**src/rtl/rcwd_cfg.svh**
```systemverilog
// Constants of the RC pin watchdog: addresses, fields, commands and timing
`ifndef RCWD_CFG_SVH
`define RCWD_CFG_SVH

// Register addresses on the special function register bus
`define RCWD_ADDR_CTRL 16'hFE0F
`define RCWD_ADDR_PORT7 16'hFE5C

// Control register fields
`define RCWD_BIT_RUN 0
`define RCWD_BIT_RSEL 1
`define RCWD_BIT_CLR 2
`define RCWD_BIT_HLT 4
`define RCWD_BIT_GP 5
`define RCWD_BIT_FLAG 7

// Port 7 fields that shape the watchdog pin
`define RCWD_BIT_P70_DATA 0
`define RCWD_BIT_P70_DIR 4

// Reset values
`define RCWD_CTRL_RESET 8'h00
`define RCWD_PORT7_RESET 8'h00
`define RCWD_RDATA_RESET 8'h00

// Commands
`define RCWD_CMD_CLEAR 8'h55

// Runaway vectors
`define RCWD_VEC_RESET 16'h0000
`define RCWD_VEC_EXTERNAL_INTERRUPT_ZERO 16'h0003

// Timing: reference clock and instruction cycle in ns
`define RCWD_CLK_NS 4
`define RCWD_TCYC_NS 250
`define RCWD_TCYC_CLKS ((`RCWD_TCYC_NS + `RCWD_CLK_NS - 1) / `RCWD_CLK_NS)
// Stretch window in instruction cycles
`define RCWD_STRETCH_MIN_TCYC 1920
`define RCWD_STRETCH_MAX_TCYC 2048
`define RCWD_STRETCH_TICKS (`RCWD_STRETCH_MIN_TCYC + 1)

`endif

```
**src/rtl/README_never.sv**
```systemverilog
// (intentionally none)

```
**src/rtl/rcwd_pkg.sv**
```systemverilog
// Types shared by the RC pin watchdog modules
package rcwd_pkg;

    // Watchdog run state, Gray coded
    typedef enum logic [1:0] {
        RCWD_STOPPED = 2'b00,
        RCWD_RUNNING = 2'b01
    } rcwd_state_t;

endpackage

```
**src/rtl/rcwd_stretch_if.sv**
```systemverilog
// Link between the watchdog controller and its pulse stretcher
`timescale 1ns/1ps
interface rcwd_stretch_if;
    logic start;  // One-cycle request to (re)start stretching
    logic active; // High while the stretcher holds discharge

    modport ctrl (output start, input active);
    modport timer (input start, output active);
endinterface

```
**src/rtl/rcwd_sync.sv**
```systemverilog
// Two-stage synchroniser for pin inputs
`timescale 1ns/1ps
module rcwd_sync #(
    parameter int WIDTH = 1
) (
    input wire logic clk,
    input wire logic rst,
    input wire logic [WIDTH-1:0] d,
    output logic [WIDTH-1:0] q
);
    logic [WIDTH-1:0] meta_reg; // First stage, read only by second stage
    logic [WIDTH-1:0] q_reg;    // Second stage

    // Refuse a meaningless width
    generate
        if (WIDTH < 1) begin : g_chk
            $error("rcwd_sync width must be at least one");
        end
    endgenerate

    // Both stages clear to low on reset
    always_ff @(posedge clk or posedge rst) begin
        if (rst) begin
            meta_reg <= '0;
            q_reg <= '0;
        end else begin
            meta_reg <= d;
            q_reg <= meta_reg;
        end
    end

    assign q = q_reg;
endmodule // rcwd_sync

```
**src/rtl/rcwd_stretch.sv**
```systemverilog
// Pulse stretcher: holds discharge a fixed count of instruction cycles
`timescale 1ns/1ps
`include "rcwd_cfg.svh"
module rcwd_stretch #(
    parameter int TCYC_CLKS = `RCWD_TCYC_CLKS,
    parameter int STRETCH_TICKS = `RCWD_STRETCH_TICKS
) (
    input wire logic clk,
    input wire logic rst,
    rcwd_stretch_if.timer link
);
    localparam int DW = $clog2(TCYC_CLKS + 1);
    localparam int CW = $clog2(STRETCH_TICKS + 1);

    logic [DW-1:0] div_reg, div_next; // Instruction cycle divider
    logic [CW-1:0] cnt_reg, cnt_next; // Instruction cycles left
    logic tick;                       // One-cycle enable per instruction cycle

    // Refuse counts the counters cannot serve
    generate
        if (TCYC_CLKS < 1 || STRETCH_TICKS < 1) begin : g_chk
            $error("rcwd_stretch counts must be at least one");
        end
    endgenerate

    assign tick = (div_reg == DW'(TCYC_CLKS - 1));

    // Restart restarts the divider too, so the hold is exact
    always_comb begin
        div_next = div_reg;
        cnt_next = cnt_reg;
        if (link.start) begin
            div_next = '0;
            cnt_next = CW'(STRETCH_TICKS);
        end else if (cnt_reg != '0) begin
            if (tick) begin
                div_next = '0;
                cnt_next = cnt_reg - CW'(1);
            end else begin
                div_next = div_reg + DW'(1);
            end
        end
    end

    // Register the counters
    always_ff @(posedge clk or posedge rst) begin
        if (rst) begin
            div_reg <= '0;
            cnt_reg <= '0;
        end else begin
            div_reg <= div_next;
            cnt_reg <= cnt_next;
        end
    end

    // Active from the cycle after start until the count runs out
    assign link.active = (cnt_reg != '0);
endmodule // rcwd_stretch

```
**src/rtl/rcwd_top.sv**
```systemverilog
// RC pin watchdog: control register, pin control and runaway detection
`timescale 1ns/1ps
`include "rcwd_cfg.svh"
module rcwd_top #(
    parameter int TCYC_CLKS = `RCWD_TCYC_CLKS,
    parameter int STRETCH_TICKS = `RCWD_STRETCH_TICKS
) (
    input wire logic REF_CLK,
    input wire logic RST,
    input wire logic [15:0] SFR_ADDR,
    input wire logic [7:0] SFR_WDATA,
    input wire logic SFR_WE,
    input wire logic SFR_RE,
    output logic [7:0] SFR_RDATA,
    input wire logic STANDBY,
    input wire logic WD_PIN_IN,
    input wire logic WD_PIN_HI,
    output logic WD_PIN_OUT,
    output logic WD_PIN_OE,
    output logic WD_PIN_PULLUP,
    output logic CPU_RESET_REQ,
    output logic EXT_EXTERNAL_INTERRUPT_ZERO_REQ,
    output logic [15:0] RUNAWAY_VECTOR
);

    // Overview of the block
    // - Control register: run, discharge, reset select, stop, flag, spare bit
    // - Stopped: every control bit writable, discharge bit pulls the pin at once
    // - Running: control locked, only the clear command reaches the timer
    // - Clear command arms the stretcher, which holds discharge a fixed time
    // - Runaway: rising high-threshold level, reset by select bit, else interrupt while running
    // - Reset path also stops the watchdog so software can program it again
    // - Standby with stop bit: run, discharge and select bits fall
    // - Port 7 register shapes the pin: open, pulled up or driven low
    // - Port 7 data bit reads the synchronised port-level input
    // - Unmapped reads return zero, unmapped writes are dropped
    // Hazards
    // - Pin levels are asynchronous: both pass two flip-flops before use
    // - A level held high gives one event only: detection is edge based
    // - A pin high at reset release looks like an edge; select is 0 then
    // - Setting the runaway flag wins over a software clear in one cycle
    // Limitations
    // - Hold time is a whole count of divided cycles, set by parameters
    // - Clear command is ignored while the discharge bit is 0
    // - Standby is sampled as a level on the system clock
    // - Event outputs are one-cycle pulses; the vector holds until the next
    // - Only an external reset clears every stored bit

    // Refuse timing values the stretcher cannot serve
    generate
        if (TCYC_CLKS < 1 || STRETCH_TICKS < 1) begin : g_chk
            $error("rcwd_top timing counts must be at least one");
        end
    endgenerate

    // Address match used by both read and write decode
    function automatic logic rcwd_hit(input logic [15:0] addr, input logic [15:0] target);
        rcwd_hit = (addr == target);
    endfunction

    // Watchdog run state
    rcwd_pkg::rcwd_state_t state_reg, state_next;

    // Stored control bits
    logic flag_reg, flag_next; // Runaway flag
    logic gp_reg, gp_next;     // General purpose flag
    logic hlt_reg, hlt_next;   // Standby stop bit
    logic clr_reg, clr_next;   // Discharge enable bit
    logic rsel_reg, rsel_next; // Reset select bit

    // Port 7 control register
    logic [7:0] p7_reg, p7_next;

    // Bus read data, runaway outputs
    logic [7:0] rdata_reg, rdata_next;
    logic rstreq_reg, rstreq_next;
    logic external_interrupt_zero_reg, external_interrupt_zero_next;
    logic [15:0] vec_reg, vec_next;

    // Edge detection on the synchronised high-threshold level
    logic hi_last_reg, hi_last_next;

    // Synchronised pin levels
    logic [1:0] pin_sync;
    logic pin_low_level; // Port-level input after sync
    logic pin_high_level; // High-threshold input after sync

    // Decoded strobes and helpers
    logic ctrl_wr;
    logic p7_wr;
    logic ctrl_rd;
    logic p7_rd;
    logic running;
    logic hi_rise;
    logic [7:0] ctrl_view;
    logic [7:0] p7_view;
    logic discharge;
    logic port_drive_low;

    // Stretcher link
    rcwd_stretch_if stretch_link ();

    // Both pin inputs cross into the clock domain
    rcwd_sync #(
        .WIDTH(2)
    ) u_sync (
        .clk(REF_CLK),
        .rst(RST),
        .d({WD_PIN_HI, WD_PIN_IN}),
        .q(pin_sync)
    );

    assign pin_low_level = pin_sync[0];
    assign pin_high_level = pin_sync[1];

    // Discharge hold timer
    rcwd_stretch #(
        .TCYC_CLKS(TCYC_CLKS),
        .STRETCH_TICKS(STRETCH_TICKS)
    ) u_stretch (
        .clk(REF_CLK),
        .rst(RST),
        .link(stretch_link.timer)
    );

    // Bus decode
    assign ctrl_wr = SFR_WE && rcwd_hit(SFR_ADDR, `RCWD_ADDR_CTRL);
    assign p7_wr = SFR_WE && rcwd_hit(SFR_ADDR, `RCWD_ADDR_PORT7);
    assign ctrl_rd = SFR_RE && rcwd_hit(SFR_ADDR, `RCWD_ADDR_CTRL);
    assign p7_rd = SFR_RE && rcwd_hit(SFR_ADDR, `RCWD_ADDR_PORT7);

    // Run state decoded once, used by lock and discharge
    assign running = (state_reg == rcwd_pkg::RCWD_RUNNING);

    // Rising edge of the high-threshold level marks a runaway
    // A level held high gives no second event
    assign hi_rise = pin_high_level && !hi_last_reg;

    // Control register as software sees it, unused bits read low
    always_comb begin
        ctrl_view = 8'h00;
        ctrl_view[`RCWD_BIT_FLAG] = flag_reg;
        ctrl_view[`RCWD_BIT_GP] = gp_reg;
        ctrl_view[`RCWD_BIT_HLT] = hlt_reg;
        ctrl_view[`RCWD_BIT_CLR] = clr_reg;
        ctrl_view[`RCWD_BIT_RSEL] = rsel_reg;
        ctrl_view[`RCWD_BIT_RUN] = running;
    end

    // Port 7 view: the pin data bit shows the real pin level
    always_comb begin
        p7_view = p7_reg;
        p7_view[`RCWD_BIT_P70_DATA] = pin_low_level;
    end

    // Next-state logic for all control state
    always_comb begin
        state_next = state_reg;
        flag_next = flag_reg;
        gp_next = gp_reg;
        hlt_next = hlt_reg;
        clr_next = clr_reg;
        rsel_next = rsel_reg;
        p7_next = p7_reg;
        rstreq_next = 1'b0;
        external_interrupt_zero_next = 1'b0;
        vec_next = vec_reg;
        stretch_link.start = 1'b0;

        // Control register write
        if (ctrl_wr) begin
            if (running) begin
                // Locked: only the clear command acts, bits untouched
                if (SFR_WDATA == `RCWD_CMD_CLEAR && clr_reg) begin
                    stretch_link.start = 1'b1;
                end
            end else begin
                // Stopped: every bit is writable, discharge acts at once
                flag_next = SFR_WDATA[`RCWD_BIT_FLAG];
                gp_next = SFR_WDATA[`RCWD_BIT_GP];
                hlt_next = SFR_WDATA[`RCWD_BIT_HLT];
                clr_next = SFR_WDATA[`RCWD_BIT_CLR];
                rsel_next = SFR_WDATA[`RCWD_BIT_RSEL];
                // Only a one in the run bit changes state
                if (SFR_WDATA[`RCWD_BIT_RUN]) begin
                    state_next = rcwd_pkg::RCWD_RUNNING;
                    // Starting write with discharge also arms the hold
                    stretch_link.start = SFR_WDATA[`RCWD_BIT_CLR];
                end
            end
        end

        // Port 7 control write
        if (p7_wr) begin
            p7_next = SFR_WDATA;
        end

        // Standby entry with the stop bit set stops the watchdog
        if (STANDBY && hlt_reg) begin
            state_next = rcwd_pkg::RCWD_STOPPED;
            clr_next = 1'b0;
            rsel_next = 1'b0;
        end

        // Runaway handling; the set wins over a software clear
        if (hi_rise) begin
            if (rsel_reg) begin
                // Reset path acts whether running or not
                flag_next = 1'b1;
                rstreq_next = 1'b1;
                vec_next = `RCWD_VEC_RESET;
                state_next = rcwd_pkg::RCWD_STOPPED;
                clr_next = 1'b0;
                rsel_next = 1'b0;
            end else if (running) begin
                // Interrupt path, flag untouched
                external_interrupt_zero_next = 1'b1;
                vec_next = `RCWD_VEC_EXTERNAL_INTERRUPT_ZERO;
            end
        end
    end

    // Register all control state; the reset pin clears everything
    always_ff @(posedge REF_CLK or posedge RST) begin
        if (RST) begin
            state_reg <= rcwd_pkg::RCWD_STOPPED;
            flag_reg <= 1'b0;
            gp_reg <= 1'b0;
            hlt_reg <= 1'b0;
            clr_reg <= 1'b0;
            rsel_reg <= 1'b0;
            p7_reg <= `RCWD_PORT7_RESET;
            rstreq_reg <= 1'b0;
            external_interrupt_zero_reg <= 1'b0;
            vec_reg <= `RCWD_VEC_RESET;
        end else begin
            state_reg <= state_next;
            flag_reg <= flag_next;
            gp_reg <= gp_next;
            hlt_reg <= hlt_next;
            clr_reg <= clr_next;
            rsel_reg <= rsel_next;
            p7_reg <= p7_next;
            rstreq_reg <= rstreq_next;
            external_interrupt_zero_reg <= external_interrupt_zero_next;
            vec_reg <= vec_next;
        end
    end

    // Read data: latched on the read strobe, unmapped reads zero
    always_comb begin
        rdata_next = rdata_reg;
        if (ctrl_rd) begin // Control register view
            rdata_next = ctrl_view;
        end else if (p7_rd) begin // Port 7 view with live pin bit
            rdata_next = p7_view;
        end else if (SFR_RE) begin // Unmapped address reads zero
            rdata_next = `RCWD_RDATA_RESET;
        end
    end

    // Register read data; it stands until the next read strobe
    always_ff @(posedge REF_CLK or posedge RST) begin
        if (RST) begin
            rdata_reg <= `RCWD_RDATA_RESET;
        end else begin
            rdata_reg <= rdata_next;
        end
    end

    // Edge detector: remembers the synchronised high level of last cycle
    always_comb begin
        hi_last_next = pin_high_level; // Follows the level one cycle late
    end

    // Register the last level; clears low like an idle pin
    always_ff @(posedge REF_CLK or posedge RST) begin
        if (RST) begin
            hi_last_reg <= 1'b0;
        end else begin
            hi_last_reg <= hi_last_next;
        end
    end

    // A hold already started runs out even if the watchdog stops
    // Discharge: bit or a running hold when stopped, stretcher alone when running
    assign discharge = stretch_link.active || (clr_reg && !running);

    // Port drives low only with direction 1 and data 0; 00 and 11 stay open
    assign port_drive_low = p7_reg[`RCWD_BIT_P70_DIR] && !p7_reg[`RCWD_BIT_P70_DATA];

    // Open-drain pin: only ever pulls low
    assign WD_PIN_OUT = 1'b0;
    assign WD_PIN_OE = discharge || port_drive_low;

    // Pull-up with direction 0 and data 1
    assign WD_PIN_PULLUP = !p7_reg[`RCWD_BIT_P70_DIR] && p7_reg[`RCWD_BIT_P70_DATA];

    // Registered outputs
    assign SFR_RDATA = rdata_reg;
    assign CPU_RESET_REQ = rstreq_reg;
    assign EXT_EXTERNAL_INTERRUPT_ZERO_REQ = external_interrupt_zero_reg;
    assign RUNAWAY_VECTOR = vec_reg;

endmodule // rcwd_top

```
**config.mk**
```make
export PLATFORM = sky130hd
export DESIGN_NAME = rcwd_top
export DESIGN_NICKNAME = d
export VERILOG_FILES = /design/src/rtl/README_never.sv /design/src/rtl/rcwd_pkg.sv /design/src/rtl/rcwd_stretch_if.sv /design/src/rtl/rcwd_sync.sv /design/src/rtl/rcwd_stretch.sv /design/src/rtl/rcwd_top.sv
export VERILOG_INCLUDE_DIRS = /design/src /design/src/rtl
export SDC_FILE = /design/constraint.sdc
export NUM_CORES = 1
export LEC_CHECK = 0
export BUFFER_PORTS_ARGS = -buffer_cell sky130_fd_sc_hd__buf_2
export CAP_MARGIN = 20
export CELL_PAD_IN_SITES_DETAIL_PLACEMENT = 0
export CELL_PAD_IN_SITES_GLOBAL_PLACEMENT = 1
export CORE_MARGIN = 5
export CORE_UTILIZATION = 41
export CTS_CLUSTER_DIAMETER = 50
export CTS_CLUSTER_SIZE = 10
export DETAILED_ROUTE_END_ITERATION = 8
export PLACE_DENSITY_LB_ADDON = 0.1
export SLEW_MARGIN = 15
export SYNTH_ARGS = -nofsm -noshare
export SYNTH_HDL_FRONTEND = slang
export SYNTH_SLANG_ARGS = --single-unit
```
**constraint.sdc**
```tcl
create_clock -name REF_CLK -period 2.92 [get_ports REF_CLK]
set_input_delay 0.584 -clock REF_CLK [delete_from_list [all_inputs] [get_ports REF_CLK]]
set_output_delay 0.584 -clock REF_CLK [all_outputs]
set_load 0.02 [all_outputs]
```
# Word-level counts from Yosys, hierarchy flattened
# Cells that the tools add are included.
[word_totals]
ff_bits = 63
inputBits = 31
[classes]
add_sub_neg = 2
eq_ne = 5
muxes = 40
bitwise_logic = 1
reduce_logical = 24
[op_table]
columns = ["cell", "n"]
rows = [
  ["$mux W11", 3],
  ["$eq A16 B16 Y1 const B", 2],
  ["$mux W16", 2],
  ["$mux W8", 3],
  ["$mux W1", 23],
  ["$mux W6", 3],
  ["$mux W2", 6],
  ["$reduce_bool A11 Y1", 1],
  ["$sub A11 B1 Y11 const B", 1],
  ["$logic_and A1 B1 Y1", 10],
  ["$eq A8 B7 Y1 const B", 1],
  ["$add A6 B1 Y6 const B", 1],
  ["$eq A6 B6 Y1 const B", 1],
  ["$reduce_and A2 Y1", 3],
  ["$reduce_bool A2 Y1", 3],
  ["$logic_not A1 Y1", 4],
  ["$reduce_bool A3 Y1", 1],
  ["$eq A2 B1 Y1 const B", 1],
  ["$logic_or A1 B1 Y1", 2],
  ["$not A1 Y1", 1],
]

# Logic depth before layout (Yosys ltp)
[depth]
word_depth = 7
ltp_mapped = 8
mapped_depth_nobuf = 6

# Modules after synthesis
# From an unflattened synthesis, not the netlist that was laid out.
[unflattened]
cells_unflattened = 231
hier_area_um2 = 2472.4
[modules_own_cells]
columns = ["module", "instances", "cells_each", "area_each_um2", "seq_area_each_um2"]
rows = [
  ["rcwd_top", 1, 115, 1365.1, 675.6],
  ["rcwd_stretch", 1, 111, 1003.5, 425.4],
  ["rcwd_sync", 1, 5, 103.8, 100.1],
]

# Worst setup path before layout
# OpenSTA, ideal clock, no wires.
[synth_path]
path_type = "register -> output"
start = "register u_stretch.cnt_reg[0]"
end = "output port WD_PIN_OE"
arrival_ps = 2079
t_required_ps = 2336
slack_ps = 257
stages_incl_launch_ff = 8
path_cell_list = "dfrtp_1 -> inv_1 -> ha_1 -> or4b_1 -> buf_6 -> or4_4 -> buf_6 -> a221o_1"
[synth_via]
elab_chain_cells = 3
[synth_lines]
columns = ["item", "line", "text"]
rows = [
  ["start: declaration", "rcwd_stretch.sv:16", "logic [CW-1:0] cnt_reg, cnt_next;"],
  ["start signal: assignment", "rcwd_stretch.sv:52", "cnt_reg <= cnt_next;"],
  ["$reduce_bool A11 Y1", "rcwd_stretch.sv:57", "assign link.active = (cnt_reg != '0);"],
  ["$logic_or A1 B1 Y1", "rcwd_top.sv:287", "assign discharge = stretch_link.active || (clr_reg && !running);"],
  ["$logic_or A1 B1 Y1", "rcwd_top.sv:294", "assign WD_PIN_OE = discharge || port_drive_low;"],
  ["end: declaration", "rcwd_top.sv:19", "output logic WD_PIN_OE,"],
]
# No other way between the ends.

# Worst setup path after layout
[layout_path]
start = "register u_stretch.cnt_reg[1]"
end = "output port WD_PIN_OE"
# The elaborated chain is that of the path after synthesis.

==> results_dict.tcl <==
set metrics [dict create \
    yosysWarnings 0 \
    p_total_mw 1.572 \
    rr_startpoint "u_stretch.cnt_reg[1]" \
    layout_commonest_cell "dfrtp_1" \
    setup_tns_ps 0 \
    cp_num_buf_inv 2 \
    crit_type "flip-flop to primary output" \
    dr_total_vias 1921 \
    min_from "u_sync.meta_reg[1]" \
    insertedDiodeCount 0 \
    synth_area_mm2 0.002446 \
    drcViolationCount 0 \
    antenna_found_initial 0 \
    tightest_slew_ps 606.0 \
    grt_overflow 0 \
    wire_per_inst_um 15.15 \
    dp_hpwl_um 4089 \
    rrSetupSlack_ps 800 \
    crit_arrival_ps 2260 \
    fp-row-count 28 \
    p_leak_nw 1.359 \
    cp-start-kind "flip-flop" \
    cts.clk_slew.worst_paths_ps 90 \
    hold_ws_ps 355.6 \
    fin_nets 318 \
    slew_violations 0 \
    fin_crit_sh_pct 97.50 \
    drive_gt1_share_pct 31.34 \
    final_cell_mix "48 x dfrtp_1, 43 x buf_2, 15 x conb_1" \
    skew_ps 6.365 \
    clock-sinks 48 \
    firstDrtPassIters 4 \
    clockBufferDepth 2 \
    hold_viol_final 0 \
    cts.hold.buffers_added 0 \
    slew_headroom_pct 59.60 \
    place_congestion 0.8012 \
    io_buffers 44 \
    areaGrowthSynthToFinish_pct 17.90 \
    die-height_um 87.24 \
    cts_root_buf "clkbuf_8" \
    io_pins 60 \
    cts_tree "done" \
    grt_max_degree 49 \
    critPathMaxStageDelay_ps 460 \
    wl_um 5439 \
    cts_max_level 2 \
    fmax_ghz 0.3513 \
    vias_per_cell 5.351 \
    irDropWorstVdd_uv 298.0 \
    synth_edf_count 0 \
    cp_slowest_cell "or4b_4" \
    async_flop_share_pct 100.0 \
    cp_max_fo 3 \
    ys_types 47 \
    grt_usage_pct 14.44 \
    crit_chain "inv_1 > ha_2 > or4b_4 > or4_4 > a221o_1 > buf_6" \
    cp_top_family "simple AND/OR/NAND/NOR gates" \
    min_period_ps 2847 \
    p_per_area_mw_per_mm2 545.0 \
    r2r-end "u_stretch.cnt_reg[8]" \
    grt_pass1_wl_um 8652 \
    syn_avg_cell_area_um2 10.64 \
    cp.required_ps 2340 \
    design.core.area_mm2 0.005851 \
    yosys_register_bits 48 \
    status "finished clean" \
    ys_seq_area_share_pct 49.10 \
    initial_core_util_pct 41.81 \
    hold_end "u_sync.q[1]" \
    antenna_left 0 \
    grt_pass1_vias 1805 \
    rr_worst_depth 7 \
    drtIter0Drc 61 \
    largest_register_ff_count 11 \
    worstSkewPairLatency_ps 300 \
    dieArea_mm2 0.007611 \
    hold_class "flip-flop to flip-flop" \
    setup_violations 0 \
    synthCells 230 \
    endpoint_kind "primary output" \
    hold_depth 0 \
    numCtsBuffers 5 \
    ys.flop_type "dfrtp_1" \
    max-cap-violations 0 \
    die_x_um 87.24 \
]
-- synthesized netlist by cell type, drive strengths merged (2+ instances only) --
master  number  area share [%]
nor2        12             1.8
nand2       10             1.5
dfrtp       48              49
buf         20             6.3
nand3       11             2.3
or4b         2            0.82
inv         11             1.7
and4         2            0.72
nor4         4             1.6
nor3        11             2.5
a31oi        2            0.51
a21oi       13             2.7
a41oi        2             1.3
o31ai        4             1.2
a221o        7             2.9
o41ai        2            0.72
clkbuf       3            0.46
or4          8             2.8
nand2b       2            0.51
or3          4             1.1
nand4b       2            0.72
ha           3             1.5
nor2b        4             1.0
a22o         2            0.72
o21ai        7             1.4
and3         5             1.3
mux2        10             4.6
nand4        5             1.3
nor4bb       3             1.2
and2         2            0.51
-- worst register-to-register path: stages, from the launching register on --
cell,delay (ps)
dfrtp_1,410
inv_1,70
ha_2,160
or4b_4,460
or4_4,450
buf_4,200
a31oi_1,160
o21ai_0,110
-- logic make-up (layout without fill, tap and decap cells) --
kind of cell | Yosys count | in the layout | share of synthesized area (%)
multiplexers | 10 | 10 | 4.604
AND/OR/NAND/NOR | 91 | 91 | 23.22
other | 1 | 15 | 0.1533
flip-flops | 48 | 48 | 49.10
AO/OA/AOI/OAI | 42 | 42 | 12.53
adder cells (fa/ha/maj) | 3 | 3 | 1.535
buffers and inverters | 34 | 74 | 8.491
XOR/XNOR | 1 | 1 | 0.3581
-- worst max path at each step --
stage	slack, ps	endpoint	cells after the start	startpoint
2_1_floorplan	260	WD_PIN_OE	7	u_stretch.cnt_reg[0]
3_3_place_gp	280	WD_PIN_OE	6	u_stretch.cnt_reg[0]
3_5_place_dp	270	WD_PIN_OE	6	u_stretch.cnt_reg[0]
4_1_cts	9	WD_PIN_OE	6	u_stretch.cnt_reg[1]
5_1_grt	-20	WD_PIN_OE	6	u_stretch.cnt_reg[0]
6_report	70	WD_PIN_OE	6	u_stretch.cnt_reg[1]
-- per-stage QoR --
step	util [%]	worst slack, ps	instances	cell area (um^2)
after global placement	46.24	275.3	347	2705
after floorplan	-	257.4	244	2499
final	49.29	73.07	359	2884
after CTS	48.76	9.362	356	2853
after detailed placement	46.24	271.9	347	2705
after global routing	49.29	-19.86	359	2884
-- where the power goes --
| group | internal, mW | leakage [nW] | switching (mW) | total, mW |
|---|---|---|---|---|
| clock network | 0.337 | 0.0642 | 0.219 | 0.556 |
| registers | 0.712 | 0.591 | 0.0570 | 0.769 |
| logic | 0.111 | 0.704 | 0.136 | 0.247 |
-- layer usage --
| layer | wire, um | vias to the layer above | global-route usage [%] | part of all wire (%) |
|---|---|---|---|---|
| met5 | 0 | - | 0 | 0 |
| met4 | 46 | 0 | 3.766 | 0.85 |
| met3 | 295 | 4 | 3.690 | 5.4 |
| met2 | 2545 | 40 | 21.92 | 47 |
| met1 | 2551 | 940 | 20.53 | 47 |
| li1 | - | 937 | - | - |
-- cell type report --
class / instances / area (um^2)
Inverter: 11 / 41.29
Clock inverter: 2 / 60.06
Multi-Input combinational cell: 162 / 1102
Sequential cell: 48 / 1201
Fill cell: 572 / 2967
Clock buffer: 5 / 68.82
Tap cell: 75 / 93.84
Timing Repair Buffer: 56 / 316.6
-- what timing repair did --
action	4_1_cts	5_1_grt
pin swaps	1	1
resized for setup	1	4
buffers inserted	2	3
endpoints found under the setup margin	1	1
Power figures use the tool's default switching activity.
